`config.mk`:
```
export PLATFORM = sky130hd
export DESIGN_NAME = ilp_ctrl
export DESIGN_NICKNAME = d
export VERILOG_FILES = /design/src/logic/ilp_ctrl.v
export VERILOG_INCLUDE_DIRS = /design/src /design/src/logic
export SDC_FILE = /design/constraint.sdc
export NUM_CORES = 1
export LEC_CHECK = 0
export ABC_AREA = 1
export BUFFER_PORTS_ARGS = -buffer_cell sky130_fd_sc_hd__buf_2
export CAP_MARGIN = 20
export CORE_ASPECT_RATIO = 2
export CORE_MARGIN = 5
export CORE_UTILIZATION = 53
export CTS_CLUSTER_SIZE = 16
export DETAILED_ROUTE_END_ITERATION = 16
export GPL_ROUTABILITY_DRIVEN = 0
export PLACE_DENSITY = 0.84
export REMOVE_ABC_BUFFERS = 1
export SYNTH_ARGS = -nofsm -noshare
export SYNTH_HDL_FRONTEND = slang
export SYNTH_SLANG_ARGS = --single-unit
```
`constraint.sdc`:
```
create_clock -name clk -period 1.9 [get_ports clk]
set_clock_uncertainty 0.15 [all_clocks]
set_input_delay 0.57 -clock clk [delete_from_list [all_inputs] [get_ports clk]]
set_output_delay 0.57 -clock clk [all_outputs]
set_load 0.005 [all_outputs]
```
`src/logic/ilp_regs.vh`:
```
// Constants for the interrupt and low-power sequencer.
// Assumes one clock domain at 10 MHz and a plain register port.
// Behaviour
// - Vector-2 pin entering interrupt mode while low with falling polarity latches a request.
// - Vector-2 pin leaving interrupt mode for pull-up input while low with rising polarity latches a request.
// - Accepting a request swaps to the interrupt or non-maskable flag pair.
// - Accepting a request pushes the program counter onto the stack top.
// - While servicing, further maskable lines are inhibited; non-maskable stays active except during its own routine.
// - Accepting clears the source latch and loads that source's vector address.
// - Software saves context and ends with return; return goes back to main routine.
// - Request during first 3 cycles of clearing write enters service, keeps normal flags.
// - Response from vector load to routine ready takes 6 to 11 CPU cycles.
// - One CPU cycle lasts 13 oscillator periods.
// - Option register is write-only at 0C8h, resets to 00h, written whole.
// - Option bit 6 selects vector-1 falling edge (0) or low level (1).
// - Option bit 5 selects vector-2 falling edge (0) or rising edge (1).
// - Option bit 4 gates all maskable requests; non-maskable unaffected.
// - With global enable clear, non-maskable is serviced but does not wake.
// - Fixed vector addresses; only converter source cannot wake from STOP.
// - After reset the device runs with clocks enabled.
// - WAIT halts execution, oscillator keeps running, state preserved.
// - WAIT ends on reset, peripheral or external request, then branches to its routine.
// - STOP halts execution and stops oscillator, keeping state.
// - Leaving STOP waits 2048 internal clock cycles before vectoring.
// - With watchdog active STOP acts as WAIT, unless option set and pin high.
// - Pending requests served by fixed priority, non-maskable first, then vector 1 highest of the maskable; no maskable nesting.
// - Peripheral flag interrupts only with global and own enable set.
// - WAIT or STOP is not executed while an enabled request is pending.
`ifndef ILP_REGS_VH
`define ILP_REGS_VH
`define ILP_OPT_ADDR      8'hc8
`define ILP_OPT_RESET     8'h00
`define ILP_BIT_LES       6
`define ILP_BIT_ESB       5
`define ILP_BIT_GEN       4
`define ILP_VEC_RESET     12'hffe
`define ILP_VEC_NMI       12'hffc
`define ILP_VEC_1         12'hff6
`define ILP_VEC_2         12'hff4
`define ILP_VEC_3         12'hff2
`define ILP_VEC_4         12'hff0
`define ILP_OSC_PER_CPU   13
`define ILP_RESP_MIN      6
`define ILP_RESP_MAX      11
`define ILP_STOP_DELAY    2048
`define ILP_LDI_EARLY     3
`define ILP_FLAGS_NORMAL  2'h0
`define ILP_FLAGS_IRQ     2'h1
`define ILP_FLAGS_NMI     2'h2
`endif

```
`src/logic/ilp_ctrl.v`:
```
// Interrupt sequencing and WAIT/STOP control beside an 8-bit core.
// Assumes core strobes are one cycle on clk; pins are asynchronous.
//
// The address-and-strobe port was left to the implementer.
`include "ilp_regs.vh"
`timescale 1ns/1ps
`default_nettype none
module ilp_ctrl #(
    parameter NPORT      = 8,
    parameter STOP_DELAY = `ILP_STOP_DELAY
) (
    // Clock and reset
    input  wire             clk,
    input  wire             resetn,
    // Register port
    input  wire [7:0]       reg_addr,
    input  wire [7:0]       reg_wdata,
    input  wire             reg_wr,
    input  wire             reg_rd,
    output reg  [7:0]       reg_rdata,
    // Interrupt pins (asynchronous)
    input  wire             nmi_pin_n,
    input  wire             vec1_pin,
    input  wire [NPORT-1:0] vec2_pins,
    // Vector-2 port configuration from the port block
    input  wire [NPORT-1:0] port_direction_bits,
    input  wire [NPORT-1:0] port_option_bits,
    input  wire [NPORT-1:0] port_data_bits,
    // Peripheral flags and enables
    input  wire             timer_zero_flag,
    input  wire             timer_int_en,
    input  wire             conv_eoc_flag,
    input  wire             conv_int_en,
    // Watchdog and option
    input  wire             watchdog_active,
    input  wire             stop_with_watchdog_opt,
    // Core side
    input  wire             instr_boundary,
    input  wire             wait_exec,
    input  wire             stop_exec,
    input  wire             return_from_interrupt,
    input  wire             opt_clear_ldi,
    input  wire [1:0]       ldi_cycle,
    input  wire [11:0]      core_pc,
    input  wire [11:0]      stack_pc,
    input  wire [3:0]       resp_extra,
    output reg              irq_take,
    output reg  [11:0]      pc_load,
    output reg              stack_push,
    output reg  [11:0]      stack_push_pc,
    output reg              stack_pop,
    output reg  [1:0]       flag_pair_sel,
    output reg              isr_ready,
    output reg              cpu_clk_en,
    output reg              cpu_cycle_en,
    output reg              osc_run,
    output reg              periph_clk_en,
    output reg              watchdog_freeze
);
    // ****************************************
    // Functions and states
    // ****************************************
    localparam [1:0] S_RUN = 2'h0;
    localparam [1:0] S_WAIT = 2'h1;
    localparam [1:0] S_STOP = 2'h2;
    localparam [1:0] S_RESTART = 2'h3;
    localparam [11:0] STOP_CNT = STOP_DELAY;
    localparam [3:0]  RESP_MIN = `ILP_RESP_MIN;
    localparam [3:0]  RESP_MAX = `ILP_RESP_MAX;
    localparam [3:0]  RESP_SPAN = RESP_MAX - RESP_MIN;

    function [NPORT-1:0] int_cfg;
        input [NPORT-1:0] ddr;
        input [NPORT-1:0] opt;
        input [NPORT-1:0] dat;
        begin
            int_cfg = ~ddr & opt & ~dat;
        end
    endfunction

    function [NPORT-1:0] pullup_cfg;
        input [NPORT-1:0] ddr;
        input [NPORT-1:0] opt;
        input [NPORT-1:0] dat;
        begin
            pullup_cfg = ~ddr & ~opt & ~dat;
        end
    endfunction

    // ****************************************
    // Pin synchronisers
    // ****************************************
    reg [2:0]       nmi_s_reg;
    reg [2:0]       v1_s_reg;
    reg [NPORT-1:0] v2_s1_reg;
    reg [NPORT-1:0] v2_s2_reg;
    reg [NPORT-1:0] v2_s3_reg;
    reg             nmi_lvl_reg;
    reg             v1_lvl_reg;
    reg [NPORT-1:0] v2_lvl_reg;

    always @(posedge clk or negedge resetn) begin
        if (!resetn) begin
            nmi_s_reg   <= 3'h7;
            v1_s_reg    <= 3'h7;
            v2_s1_reg   <= {NPORT{1'b1}};
            v2_s2_reg   <= {NPORT{1'b1}};
            v2_s3_reg   <= {NPORT{1'b1}};
            nmi_lvl_reg <= 1'b1;
            v1_lvl_reg  <= 1'b1;
            v2_lvl_reg  <= {NPORT{1'b1}};
        end else begin
            nmi_s_reg <= {nmi_s_reg[1:0], nmi_pin_n};
            v1_s_reg  <= {v1_s_reg[1:0], vec1_pin};
            v2_s1_reg <= vec2_pins;
            v2_s2_reg <= v2_s1_reg;
            v2_s3_reg <= v2_s2_reg;
            if (nmi_s_reg[1] == nmi_s_reg[2])
                nmi_lvl_reg <= nmi_s_reg[2];
            if (v1_s_reg[1] == v1_s_reg[2])
                v1_lvl_reg <= v1_s_reg[2];
            v2_lvl_reg <= (v2_s2_reg & v2_s3_reg) | (v2_lvl_reg & (v2_s2_reg | v2_s3_reg));
        end
    end

    // ****************************************
    // Option register and request latches
    // ****************************************
    reg  [7:0]       opt_reg;
    reg              nmi_prev_reg;
    reg              v1_prev_reg;
    reg              v2_prev_reg;
    reg  [NPORT-1:0] cfg_prev_reg;
    reg              nmi_latch_reg;
    reg              v1_latch_reg;
    reg              v2_latch_reg;
    wire             gen    = opt_reg[`ILP_BIT_GEN];
    wire             level_edge_select    = opt_reg[`ILP_BIT_LES];
    wire             edge_polarity_select    = opt_reg[`ILP_BIT_ESB];
    wire [NPORT-1:0] cfg_int = int_cfg(port_direction_bits, port_option_bits, port_data_bits);
    wire [NPORT-1:0] cfg_pu = pullup_cfg(port_direction_bits, port_option_bits, port_data_bits);
    // Shared line: one stuck pin masks the others, as on the real wiring
    wire             v2_line = edge_polarity_select ? |(v2_lvl_reg & cfg_int) : ~|(~v2_lvl_reg & cfg_int);
    wire             v2_edge = edge_polarity_select ? (v2_line & ~v2_prev_reg) : (~v2_line & v2_prev_reg);
    wire [NPORT-1:0] low_pins = ~v2_lvl_reg;
    wire             v2_spur_in = |(low_pins & cfg_int & ~cfg_prev_reg) & ~edge_polarity_select;
    wire             v2_spur_out = |(low_pins & cfg_pu & cfg_prev_reg) & edge_polarity_select;
    wire             nmi_edge = nmi_prev_reg & ~nmi_lvl_reg;
    wire             v1_edge = v1_prev_reg & ~v1_lvl_reg;
    wire             opt_wr = reg_wr && (reg_addr == `ILP_OPT_ADDR);
    wire [3:0]       take_oh;
    wire             take_nmi;

    always @(posedge clk or negedge resetn) begin
        if (!resetn) begin
            opt_reg       <= `ILP_OPT_RESET;
            nmi_prev_reg  <= 1'b1;
            v1_prev_reg   <= 1'b1;
            v2_prev_reg   <= 1'b1;
            cfg_prev_reg  <= {NPORT{1'b0}};
            nmi_latch_reg <= 1'b0;
            v1_latch_reg  <= 1'b0;
            v2_latch_reg  <= 1'b0;
        end else begin
            if (opt_wr)
                opt_reg <= reg_wdata;
            nmi_prev_reg <= nmi_lvl_reg;
            v1_prev_reg  <= v1_lvl_reg;
            v2_prev_reg  <= v2_line;
            cfg_prev_reg <= cfg_int;
            // Set wins over the clear done at acceptance
            if (nmi_edge)
                nmi_latch_reg <= 1'b1;
            else if (take_nmi)
                nmi_latch_reg <= 1'b0;
            if (v1_edge && !level_edge_select)
                v1_latch_reg <= 1'b1;
            else if (take_oh[0] || level_edge_select)
                v1_latch_reg <= 1'b0;
            if (v2_edge || v2_spur_in || v2_spur_out)
                v2_latch_reg <= 1'b1;
            else if (take_oh[1])
                v2_latch_reg <= 1'b0;
        end
    end

    // ****************************************
    // Priority and pending requests
    // ****************************************
    wire v1_req = level_edge_select ? ~v1_lvl_reg : v1_latch_reg;
    wire tmr_req = timer_zero_flag & timer_int_en;
    wire cnv_req = conv_eoc_flag & conv_int_en;
    wire [3:0] mreq = {cnv_req, tmr_req, v2_latch_reg, v1_req};
    wire [3:0] mreq_en = gen ? mreq : 4'h0;
    wire any_m = |mreq_en;
    // Lowest index is vector 1, highest priority
    wire [3:0] prio_oh = mreq_en & ~(mreq_en - 4'h1);
    wire [3:0] stop_wake = {1'b0, mreq_en[2:0]};
    // Non-maskable wakes only with global enable set
    wire nmi_wake = nmi_latch_reg & gen;

    // ****************************************
    // Sequencer
    // ****************************************
    reg [1:0]  state_reg;
    reg [1:0]  mode_reg;
    reg [1:0]  saved_mode_reg;
    reg [1:0]  nmi_saved_reg;
    reg [1:0]  saved_flags_reg;
    reg [1:0]  nmi_saved_flags_reg;
    reg [11:0] cnt_reg;
    reg [3:0]  osc_div_reg;
    reg [3:0]  resp_reg;
    reg        resp_busy_reg;
    reg        keep_normal_reg;
    wire mask_ok = (mode_reg == `ILP_FLAGS_NORMAL);
    wire nmi_ok = (mode_reg != `ILP_FLAGS_NMI);
    wire can_take = (state_reg == S_RUN) && instr_boundary && !resp_busy_reg;
    assign take_nmi = can_take && nmi_latch_reg && nmi_ok;
    assign take_oh = (can_take && !take_nmi && mask_ok) ? prio_oh : 4'h0;
    wire take_any = take_nmi || (|take_oh);
    wire pend_en = any_m || nmi_latch_reg;
    wire stop_real = !watchdog_active || (stop_with_watchdog_opt && nmi_lvl_reg);
    wire early_ldi = opt_clear_ldi && (ldi_cycle < `ILP_LDI_EARLY);
    reg [11:0] vec_sel;

    always @* begin
        vec_sel = `ILP_VEC_4;
        if (take_nmi)
            vec_sel = `ILP_VEC_NMI;
        else if (take_oh[0])
            vec_sel = `ILP_VEC_1;
        else if (take_oh[1])
            vec_sel = `ILP_VEC_2;
        else if (take_oh[2])
            vec_sel = `ILP_VEC_3;
    end

    always @(posedge clk or negedge resetn) begin
        if (!resetn) begin
            state_reg           <= S_RUN;
            mode_reg            <= `ILP_FLAGS_NORMAL;
            saved_mode_reg      <= `ILP_FLAGS_NORMAL;
            nmi_saved_reg       <= `ILP_FLAGS_NORMAL;
            saved_flags_reg     <= `ILP_FLAGS_NORMAL;
            nmi_saved_flags_reg <= `ILP_FLAGS_NORMAL;
            cnt_reg             <= 12'h000;
            osc_div_reg         <= 4'h0;
            resp_reg            <= 4'h0;
            resp_busy_reg       <= 1'b0;
            keep_normal_reg     <= 1'b0;
            irq_take            <= 1'b0;
            pc_load             <= `ILP_VEC_RESET;
            stack_push          <= 1'b0;
            stack_push_pc       <= 12'h000;
            stack_pop           <= 1'b0;
            flag_pair_sel       <= `ILP_FLAGS_NORMAL;
            isr_ready           <= 1'b0;
            cpu_clk_en          <= 1'b1;
            cpu_cycle_en        <= 1'b0;
            osc_run             <= 1'b1;
            periph_clk_en       <= 1'b1;
            watchdog_freeze     <= 1'b0;
            reg_rdata           <= 8'h00;
        end else begin
            irq_take   <= 1'b0;
            stack_push <= 1'b0;
            stack_pop  <= 1'b0;
            isr_ready  <= 1'b0;
            // Write-only register: reads return zero, no state exposed
            reg_rdata  <= 8'h00;
            // Oscillator-period divider gives one CPU cycle enable
            cpu_cycle_en <= 1'b0;
            if (osc_run) begin
                if (osc_div_reg == `ILP_OSC_PER_CPU - 1) begin
                    osc_div_reg  <= 4'h0;
                    cpu_cycle_en <= 1'b1;
                end else begin
                    osc_div_reg <= osc_div_reg + 4'h1;
                end
            end
            if (resp_busy_reg && cpu_cycle_en) begin
                if (resp_reg == 4'h1) begin
                    resp_busy_reg <= 1'b0;
                    isr_ready     <= 1'b1;
                end
                resp_reg <= resp_reg - 4'h1;
            end
            case (state_reg)
            S_RUN: begin
                if (take_any) begin
                    irq_take      <= 1'b1;
                    pc_load       <= vec_sel;
                    stack_push    <= 1'b1;
                    stack_push_pc <= core_pc;
                    resp_busy_reg <= 1'b1;
                    // Figure clamps to the documented window
                    resp_reg <= (resp_extra > RESP_SPAN) ? RESP_MAX :
                                RESP_MIN + resp_extra;
                    if (take_nmi) begin
                        nmi_saved_reg       <= mode_reg;
                        nmi_saved_flags_reg <= flag_pair_sel;
                        mode_reg            <= `ILP_FLAGS_NMI;
                        flag_pair_sel       <= `ILP_FLAGS_NMI;
                    end else begin
                        saved_mode_reg  <= mode_reg;
                        saved_flags_reg <= flag_pair_sel;
                        mode_reg        <= `ILP_FLAGS_IRQ;
                        keep_normal_reg <= early_ldi;
                        if (!early_ldi)
                            flag_pair_sel <= `ILP_FLAGS_IRQ;
                        else
                            flag_pair_sel <= `ILP_FLAGS_NORMAL;
                    end
                end else if (return_from_interrupt && mode_reg != `ILP_FLAGS_NORMAL) begin
                    stack_pop <= 1'b1;
                    if (mode_reg == `ILP_FLAGS_NMI) begin
                        mode_reg      <= nmi_saved_reg;
                        flag_pair_sel <= nmi_saved_flags_reg;
                    end else begin
                        mode_reg        <= `ILP_FLAGS_NORMAL;
                        flag_pair_sel   <= `ILP_FLAGS_NORMAL;
                        keep_normal_reg <= 1'b0;
                    end
                    pc_load <= stack_pc;
                end else if ((wait_exec || stop_exec) && !pend_en) begin
                    cpu_clk_en <= 1'b0;
                    if (stop_exec && stop_real) begin
                        state_reg       <= S_STOP;
                        osc_run         <= 1'b0;
                        periph_clk_en   <= 1'b0;
                        watchdog_freeze <= watchdog_active;
                    end else begin
                        state_reg <= S_WAIT;
                    end
                end
            end
            S_WAIT: begin
                if (any_m || nmi_wake) begin
                    state_reg  <= S_RUN;
                    cpu_clk_en <= 1'b1;
                end
            end
            S_STOP: begin
                if ((|stop_wake) || nmi_wake) begin
                    state_reg <= S_RESTART;
                    osc_run   <= 1'b1;
                    cnt_reg   <= STOP_CNT - 12'h001;
                end
            end
            S_RESTART: begin
                if (cnt_reg == 12'h000) begin
                    state_reg       <= S_RUN;
                    cpu_clk_en      <= 1'b1;
                    periph_clk_en   <= 1'b1;
                    watchdog_freeze <= 1'b0;
                end else begin
                    cnt_reg <= cnt_reg - 12'h001;
                end
            end
            default: state_reg <= S_RUN;
            endcase
        end
    end
endmodule // ilp_ctrl
`default_nettype wire

```
==> results of run 1 <==
==> worst max-delay path, delay by kind of cell (launching register included) <==
kind            cells  cell delay, ns
simple gates        8            0.80
flops               1            0.56
buf+inv             1            0.15
compound gates      1            0.12
==> worst paths after layout <==
check | to | depth (start not counted) | slack [ns] | startpoint
max | watchdog_freeze$_DFFE_PN0P_ | 10 | 0.006 | v1_lvl_reg$_DFFE_PN1N_
min in group asynchronous | stack_push_pc[0]$_DFFE_PN0P_ | 3 | 0.56 | resetn
min | nmi_s_reg[0]$_DFF_PN1_ | 1 | 0.1 | nmi_pin_n
max reg2reg | watchdog_freeze$_DFFE_PN0P_ | 10 | 0.006 | v1_lvl_reg$_DFFE_PN1N_
min reg2reg | v2_s2_reg[0]$_DFF_PN1_ | 0 | 0.21 | v2_s1_reg[0]$_DFF_PN1_
max in group asynchronous | periph_clk_en$_DFFE_PN1P_ | 3 | 0.65 | resetn
==> logic make-up (layout without fill, tap and decap cells) <==
group / after synthesis / after routing / share of synthesized area [%]
fa+ha+maj: 16 / 16 / 3.23
flops: 120 / 120 / 56.7
simple gates: 306 / 306 / 24.6
compound gates: 64 / 64 / 6.34
xor+xnor: 10 / 10 / 1.61
buf+inv: 90 / 254 / 7.45
other cells: 1 / 8 / 0.0691
==> area by class of cell <==
class                           count  area, um2
Sequential cell                   120       3080
Inverter                           73        277
Multi-Input combinational cell    404       2010
Timing Repair Buffer              149        886
Clock buffer                       18        429
Tap cell                          135        169
Fill cell                         756       3140
Clock inverter                     14        101
==> report_power, final <==
| part | internal [mW] | leakage [nW] | switching [mW] |
|---|---|---|---|
| clock | 1.67 | 0.249 | 1.18 |
| combinational | 0.234 | 2.01 | 0.286 |
| sequential | 2.82 | 1.43 | 0.0995 |
| total | 4.72 | 3.69 | 1.57 |
==> cell usage after synthesis <==
master and count:
nand2_1 169, inv_1 69, dfrtp_1 63, nor2_1 62, dfstp_2 57, nand3_1 32, o21ai_0 30, a21oi_1 21
buf_4 13, maj3_1 10, xor2_1 10, nand4_1 9, nor3_1 9, nand2_2 7, ha_1 6, inv_2 3
nand2_4 3, nand3_2 3, nor4_1 3, o21ai_1 3, a31oi_1 2, buf_2 2, buf_6 2, nand3b_1 2
nor2_2 2, nor2_4 2, o22ai_1 2, a21boi_0 1, a21oi_2 1, a41oi_1 1, and3_1 1, clkinv_1 1
conb_1 1, nor2_8 1, o21bai_1 1, o22a_1 1, o31ai_1 1, or2_2 1
==> through the flow <==
stage	total power [mW]	hold WS, ns	TNS (ns)	area (um2)
3_5_place_dp	3.47	0.197	-4.44	6300
2_1_floorplan	3.15	0.124	-3.20	5320
5_1_grt	6.55	0.0812	-0.490	6950
3_3_place_gp	3.44	0.195	-3.04	6300
6_report	6.29	0.0987	0	6950
4_1_cts	6.33	0.0846	0	6850
==> per-layer routing <==
metal  vias up  wire, um  part of all wire (%)
met4         0       546                   4.2
li1       2228         -                     -
met2       197      7040                    54
met5         -         0                     0
met1      2175      4570                    35
met3        48       883                   6.8
==> repair_timing <==
item	CTS	global route
hold buffers	1	0
hold endpoints to repair	5	0
setup buffers	0	6
gates resized for setup	2	13
pin swaps	0	2
setup endpoints to repair	1	42
==> reports/results.ini, run 1 <==
[yosys]
syn_inst=607
ys_warn_count=0
yosysSeqAreaShare_pct=56.7
synth_top_area_share_pct=29.1
netlist_area_mm2=0.00543
synthTopCellsByArea=dfrtp_1, dfstp_2, nand2_1, inv_1, nor2_1
avgSynthCellArea_um2=8.94
yosys.cell_types.count=38
yosysTopAreaCell=dfrtp_1
ys_seq_elements=120

[global_route]
gr-usage-met3_pct=6.30
track_usage_pct=22.0
busiest_layer=met2
antenna_found_initial=0
first_global_vias=4851
met2_usage_pct=38.2
grt_start_max_net_pins=71
grt_pass1_wl_um=21200
grtUsageMet1_pct=23.0
grt_remaining_overflow=0

[layout]
area_growth_pct=28.0
layout_common_cells=nand2_1, buf_2, inv_1
drive_above_1_share_pct=34.2
final_util_pct=68.9
num_antenna_cells=0
layout.cells.non_filler=913
nNetsFinal=866
mostFrequentLayoutCell=nand2_1

[run_status]
status=completed

[critical_path]
arrival_ns=2.03
max_stage_delay_ns=0.56
critPathKind=reg -> reg
cp_max_fo=10
path_cells=nand2_1 > nand3_2 > nand2_2 > nand2_2 > nand2_4 > nor2_8 > nand2_4 > buf_12 > o21ai_1 > nand2_1
crit_required_ns=2.04
crit_slowest_cell=dfstp_2
end_kind=register
start_kind=register

[timing]
period_share_pct=99.7
slew_viol_final=0
rsz0062_at_grt=true
hold_viol=0
fmax_mhz=528
fin_ws_ns=0.00605
finalSetupViolations=0
period_minus_slack_ns=1.89

[placement]
port_buffers=123
hpwl_um=9490
numPlacedInstances=874
pre_cts_slack_ns=-0.152

[clocking]
cts_root_buf=clkbuf_16
tritoncts=built
clk_path_buf_depth=2
h-tree-depth=4
clkLatencyLatePin_ns=0.41
numCtsBuffers=17
cts.clk_slew.worst_paths_ns=0.06
cts.sinks=120

[die]
rows=52
fp.dieH_um=153
core-area_mm2=0.0101
initial_utilization_pct=53.8
dieArea_mm2=0.0125
die_w_um=81.6
ioPinCount=138

[flow_run]
maxCapViolations=0

[power]
ir_worst_vdd_uv=752
pwr_density_cell_mw_per_mm2=906
leakagePower_nw=3.69

[route]
drt_iter0_drc=428
ant_nets=0
route.detailed.drc=0
route.vias.total=4648
wl_per_cell_um=14.3
wirelength_um=13000
dr.pass1.iters=5
via_per_inst=5.09

[hold_path]
hp-class=in -> reg

(Power assumes the default switching activity.)
==> run 2: changes to the inputs <==
--- a/config.mk
+++ b/config.mk
@@ -9,14 +9,17 @@
 export ABC_AREA = 1
 export BUFFER_PORTS_ARGS = -buffer_cell sky130_fd_sc_hd__buf_2
 export CAP_MARGIN = 20
-export CORE_ASPECT_RATIO = 2
+export CELL_PAD_IN_SITES_DETAIL_PLACEMENT = 2
+export CELL_PAD_IN_SITES_GLOBAL_PLACEMENT = 2
+export CORE_ASPECT_RATIO = 1.4
 export CORE_MARGIN = 5
-export CORE_UTILIZATION = 53
+export CORE_UTILIZATION = 31
 export CTS_CLUSTER_SIZE = 16
 export DETAILED_ROUTE_END_ITERATION = 16
 export GPL_ROUTABILITY_DRIVEN = 0
-export PLACE_DENSITY = 0.84
+export PLACE_DENSITY = 0.83
 export REMOVE_ABC_BUFFERS = 1
+export SETUP_SLACK_MARGIN = 0.2
 export SYNTH_ARGS = -nofsm -noshare
 export SYNTH_HDL_FRONTEND = slang
 export SYNTH_SLANG_ARGS = --single-unit
==> reports/results.ini, run 2 (synthesized netlist as in run 1, its figures left out) <==
[global_route]
first_global_vias=6226  ; +28%
grt_remaining_overflow=0  ; unchanged
track_usage_pct=22.2  ; +0.26 points
grt_pass1_wl_um=34400  ; +62%
antenna_found_initial=1  ; +1
grt_start_max_net_pins=85  ; +20%

[critical_path]
start_kind=register
crit_required_ns=2.09  ; +0.05 ns
end_kind=register
arrival_ns=2.33  ; +0.30 ns
cp_max_fo=6  ; -4
critPathKind=reg -> reg

[die]
rows=57  ; +9.6%
dieArea_mm2=0.0203  ; +62%
ioPinCount=138  ; unchanged
core-area_mm2=0.0173  ; +71%
fp.dieH_um=167  ; +8.8%
die_w_um=122  ; +49%
initial_utilization_pct=31.4  ; -22 points

[clocking]
h-tree-depth=4  ; unchanged
clk_path_buf_depth=2  ; unchanged
tritoncts=built
cts_root_buf=clkbuf_16
cts.clk_slew.worst_paths_ns=0.07  ; about the same
cts.sinks=120  ; unchanged
clkLatencyLatePin_ns=0.43  ; +0.02 ns
numCtsBuffers=17  ; unchanged

[route]
route.vias.total=5391  ; +16%
ant_nets=0  ; unchanged
wl_per_cell_um=24.3  ; +70%
drt_iter0_drc=185  ; -57%
route.detailed.drc=0  ; unchanged
wirelength_um=26200  ; +100%
dr.pass1.iters=5  ; unchanged
via_per_inst=4.99  ; -2.0%

[timing]
fin_setup_tns_ns=-1.22  ; -1.22 ns
rsz0062_at_grt=true
finalSetupViolations=31  ; +31
hold_viol=0  ; unchanged
fmax_mhz=468  ; -11%
slew_viol_final=0  ; unchanged
period_minus_slack_ns=2.14  ; +0.242 ns
fin_ws_ns=-0.236  ; -0.242 ns
holdWs_ns=0.0443  ; -0.0544 ns
period_share_pct=112  ; +13 points

[run_status]
violations=setup timing
status=complete, but fails checks

[placement]
hpwl_um=13000  ; +37%
port_buffers=123  ; unchanged

[power]
ir_worst_vdd_uv=779  ; +3.5%
p_total_mw=7.43  ; +18%
comb_power_share_pct=11.5  ; +3.2 points
seq_power_share_pct=40.1  ; -6.3 points
p_clk_share_pct=48.3  ; +3.0 points
leakagePower_nw=4.26  ; +15%
intPower_mw=5.60  ; +18%
p_switching_mw=1.83  ; +17%
swShare_pct=24.7  ; -0.24 points
pwr_density_cell_mw_per_mm2=883  ; -2.5%

[layout]
layout_common_cells=nand2_1, buf_2, buf_4
mostFrequentLayoutCell=nand2_1
drive_above_1_share_pct=49.9  ; +16 points
final_util_pct=48.8  ; -20 points
area_growth_pct=55.1
nNetsFinal=932  ; +7.6%

[hold_path]
hp-class=in -> async

[flow_run]
maxCapViolations=0  ; unchanged

-- run 2: cell types whose count changed in the layout (fill, tap and decap cells not counted), sizes merged --
| cell | change |
|---|---|
| buf | +66 |
| bufinv | +4 |
| clkbuf | +8 |
| clkinv | -4 |
| clkinvlp | -4 |
| diode | +1 |
| dlygate4sd3 | -1 |
| inv | -3 |
-- run 2: area by class of cell --
cell class	count	area, um2
inverters	73	287
repair buffers	214	1540
diodes	1	2.50
repair inverters	1	16.3
flip-flops and latches	120	3080
clock inverters	6	136
clock buffers	26	500
multi-input cells	404	2560
well taps	236	295
fillers	1836	8840
-- run 2: routing by layer --
| layer | routed length (um) | vias up | part of all wire, % | track usage, % |
|---|---|---|---|---|
| met2 | 15000 | 218 | 57 | 42.0 |
| li1 | - | 2351 | - | - |
| met1 | 8710 | 2745 | 33 | 21.5 |
| met4 | 1260 | 0 | 4.8 | 10.9 |
| met5 | 0 | - | 0 | 0 |
| met3 | 1290 | 77 | 4.9 | 6.45 |
-- run 2: per-stage QoR --
step           instance area, um2  worst slack (ns)  std cells
2_1_floorplan                5320            -0.213        597
3_3_place_gp                 6510            -0.136        988
3_5_place_dp                 6510            -0.266        988
4_1_cts                      7870            0.0744       1058
5_1_grt                      8420            -0.318       1081
6_report                     8420            -0.236       1081
-- run 2: repair_timing --
| item | in CTS | in global routing |
|---|---|---|
| gates resized for setup | 114 | 96 |
| hold buffers | 0 | 0 |
| endpoints found under the setup margin | 71 | 76 |
| buffers inserted | 36 | 22 |
| pin swaps | 23 | 31 |
| gates cloned | 2 | 0 |
-- run 2: worst max-delay path, stage by stage (launching register included) --
cell and delay, ns:
dfrtp_2 0.50, nand3_2 0.16, nand2_2 0.12, inv_1 0.14, nand4_1 0.17, nand2_2 0.20
nand3_1 0.17, o21bai_1 0.28, nand2_1 0.15
-- run 2: path summary, 6_finish.rpt --
kind                                          end  cells after the start  slack, ns                    from
max                        cpu_clk_en$_DFFE_PN1P_                      8      -0.24  opt_reg[4]$_DFFE_PN0P_
min                        opt_reg[6]$_DFFE_PN0P_                      2       0.04                  resetn
max reg2reg                cpu_clk_en$_DFFE_PN1P_                      8      -0.24  opt_reg[4]$_DFFE_PN0P_
min reg2reg                 v1_s_reg[1]$_DFF_PN1_                      0       0.20   v1_s_reg[0]$_DFF_PN1_
max in group asynchronous  v2_s3_reg[6]$_DFF_PN1_                      2       1.16                  resetn
min in group clk           v2_s1_reg[4]$_DFF_PN1_                      1       0.09            vec2_pins[4]
-- run 2: power by group through the flow --
stage | Combinational [mW] | Sequential [mW] | Clock [mW]
floorplan | 0.204 | 2.95 | 0
global placement | 0.519 | 2.96 | 0
detailed placement | 0.553 | 2.97 | 0
CTS | 0.745 | 2.96 | 3.55
global route | 0.928 | 3.00 | 3.75
finish | 0.856 | 2.98 | 3.59
==> run 3: changes to the inputs <==
==> constraint.sdc (replaced) <==
create_clock -name clk -period 2.3 [get_ports clk]
set_clock_uncertainty 0.15 [all_clocks]
set_input_delay 0.69 -clock clk [delete_from_list [all_inputs] [get_ports clk]]
set_output_delay 0.69 -clock clk [all_outputs]
set_load 0.005 [all_outputs]
==> reports/results.ini, run 3 (synthesized netlist as in run 1, its figures left out) <==
[power]
ir_worst_vdd_uv=445  ; -43%
seq_power_share_pct=44.2  ; +4.1 points
p_clk_share_pct=47.5  ; -0.8 points
swShare_pct=24.9  ; +0.24 points
intPower_mw=4.12  ; -26%
leakagePower_nw=3.64  ; -15%
p_switching_mw=1.37  ; -25%
comb_power_share_pct=8.3  ; -3.2 points
pwr_density_cell_mw_per_mm2=788  ; -11%

[clocking]
cts_setup_buffers=0  ; -100%
tritoncts=built
cts.sinks=120  ; unchanged
clkLatencyLatePin_ns=0.43  ; about the same
cts_root_buf=clkbuf_16
h-tree-depth=4  ; unchanged
cts.clk_slew.worst_paths_ns=0.06  ; about the same
numCtsBuffers=17  ; unchanged
clk_path_buf_depth=2  ; unchanged

[route]
wl_met3_um=1050  ; -18%
drt-met1-wl_um=6090  ; -30%
ant_nets=0  ; unchanged
route.detailed.drc=0  ; unchanged
highest_layer=met4
route.vias.total=4669  ; -13%
wl_per_cell_um=17.3  ; -29%
dr.pass1.iters=4  ; -1
wirelength_um=17300  ; -34%
via_per_inst=4.66  ; -6.5%
dr_wl_met2_um=9770  ; -35%
drt_iter0_drc=110  ; -41%

[timing]
period_minus_slack_ns=2.03
fin_setup_tns_ns=0  ; +1.22 ns
period_share_pct=88.1
fin_ws_ns=0.273  ; +0.509 ns
finalSetupViolations=0  ; -100%
fmax_mhz=493
hold_viol=0  ; unchanged
slew_viol_final=0  ; unchanged
rsz0062_at_grt=true

[critical_path]
crit_slowest_cell=dfstp_2
arrival_ns=1.19  ; -1.14 ns
critPathKind=reg -> out
crit_required_ns=1.46  ; -0.63 ns
max_stage_delay_ns=0.61  ; +0.11 ns
start_kind=register
r2r_slack_ns=0.33  ; +0.57 ns
path_buf_inv=1  ; unchanged
cp_max_fo=9  ; +3
path_cells=buf_2
end_kind=output port
path_delay_family=flip-flops

[placement]
numPlacedInstances=969  ; -1.9%
hpwl_um=12700  ; -2.1%
pre_cts_slack_ns=0.0109  ; +0.277 ns
port_buffers=123  ; unchanged
placed_cell_area_mm2=0.00636  ; -2.4%

[layout]
layout_common_cells=nand2_1, buf_2, inv_1
num_antenna_cells=0  ; -1
mostFrequentLayoutCell=nand2_1
drive_above_1_share_pct=32.7  ; -17 points
area_growth_pct=28.2
n_fill_cell=1977  ; +7.7%
design_area_mm2=0.00696  ; -17%
layout.cells.non_filler=1001  ; -7.4%
nNetsFinal=853  ; -8.5%

[global_route]
track_usage_pct=18.0  ; -4.3 points
antenna_found_initial=0  ; -1
grt_pass1_wl_um=28200  ; -18%
grt_remaining_overflow=0  ; unchanged
first_global_vias=5704  ; -8.4%
grt_start_max_net_pins=90  ; +5.9%

[hold_path]
hp-class=in -> async

[die]
core-area_mm2=0.0173  ; unchanged
rows=57  ; unchanged
fp.dieH_um=167  ; unchanged
die_w_um=122  ; unchanged
initial_utilization_pct=31.4  ; unchanged
ioPinCount=138  ; unchanged
dieArea_mm2=0.0203  ; unchanged

[flow_run]
maxCapViolations=0  ; unchanged

[run_status]
status=completed

run 3: cell count changes in the layout (fill, tap and decap cells not counted), sizes merged:
cell and delta:
diode -1, clkbuf -4, buf -78, bufinv -3
clkinv +1, clkinvlp +5
run 3: through the flow:
step	util, %	hold WS (ns)	total power, mW
2_1_floorplan	-	0.195	2.60
3_3_place_gp	36.8	0.196	2.87
3_5_place_dp	36.8	0.197	2.91
4_1_cts	40.2	0.161	5.58
5_1_grt	40.3	0.181	5.75
6_report	40.3	0.158	5.48
run 3: worst paths after layout:
check	end	depth (start not counted)	from
max	osc_run	1	osc_run$_DFFE_PN1P_
min	cfg_prev_reg[0]$_DFF_PN0_	2	resetn
max reg2reg	watchdog_freeze$_DFFE_PN0P_	11	v1_lvl_reg$_DFFE_PN1N_
min reg2reg	v2_s2_reg[4]$_DFF_PN1_	0	v2_s1_reg[4]$_DFF_PN1_
max in group asynchronous	cpu_clk_en$_DFFE_PN1P_	2	resetn
min in group clk	v2_s2_reg[4]$_DFF_PN1_	0	v2_s1_reg[4]$_DFF_PN1_
run 3: timing repair:
item,CTS,global route
endpoints found under the setup margin,0,12
hold buffers,0,0
gates resized for setup,0,8
hold endpoints to repair,0,0
run 3: cell type report:
cell class | instances | area, um2 | share of cell area (%)
multi-input cells | 404 | 1990 | 28.7
clock buffers | 22 | 484 | 6.96
flip-flops and latches | 120 | 3070 | 44.2
well taps | 236 | 295 | 4.24
repair buffers | 136 | 741 | 10.6
inverters | 73 | 277 | 3.97
clock inverters | 10 | 93.8 | 1.35
run 3: routing by layer:
metal  global-route usage (%)  up-vias
li1                         -     2189
met1                     17.2     2322
met2                     34.4      130
met3                     5.70       28
met4                     7.51        0
met5                        0        -
run 3: power by group through the flow:
stage | registers (mW) | clock network, mW | logic [mW]
6_report | 2.42 | 2.61 | 0.454
5_1_grt | 2.44 | 2.79 | 0.518
4_1_cts | 2.43 | 2.68 | 0.468
3_5_place_dp | 2.45 | 0 | 0.454
3_3_place_gp | 2.44 | 0 | 0.425
2_1_floorplan | 2.43 | 0 | 0.168
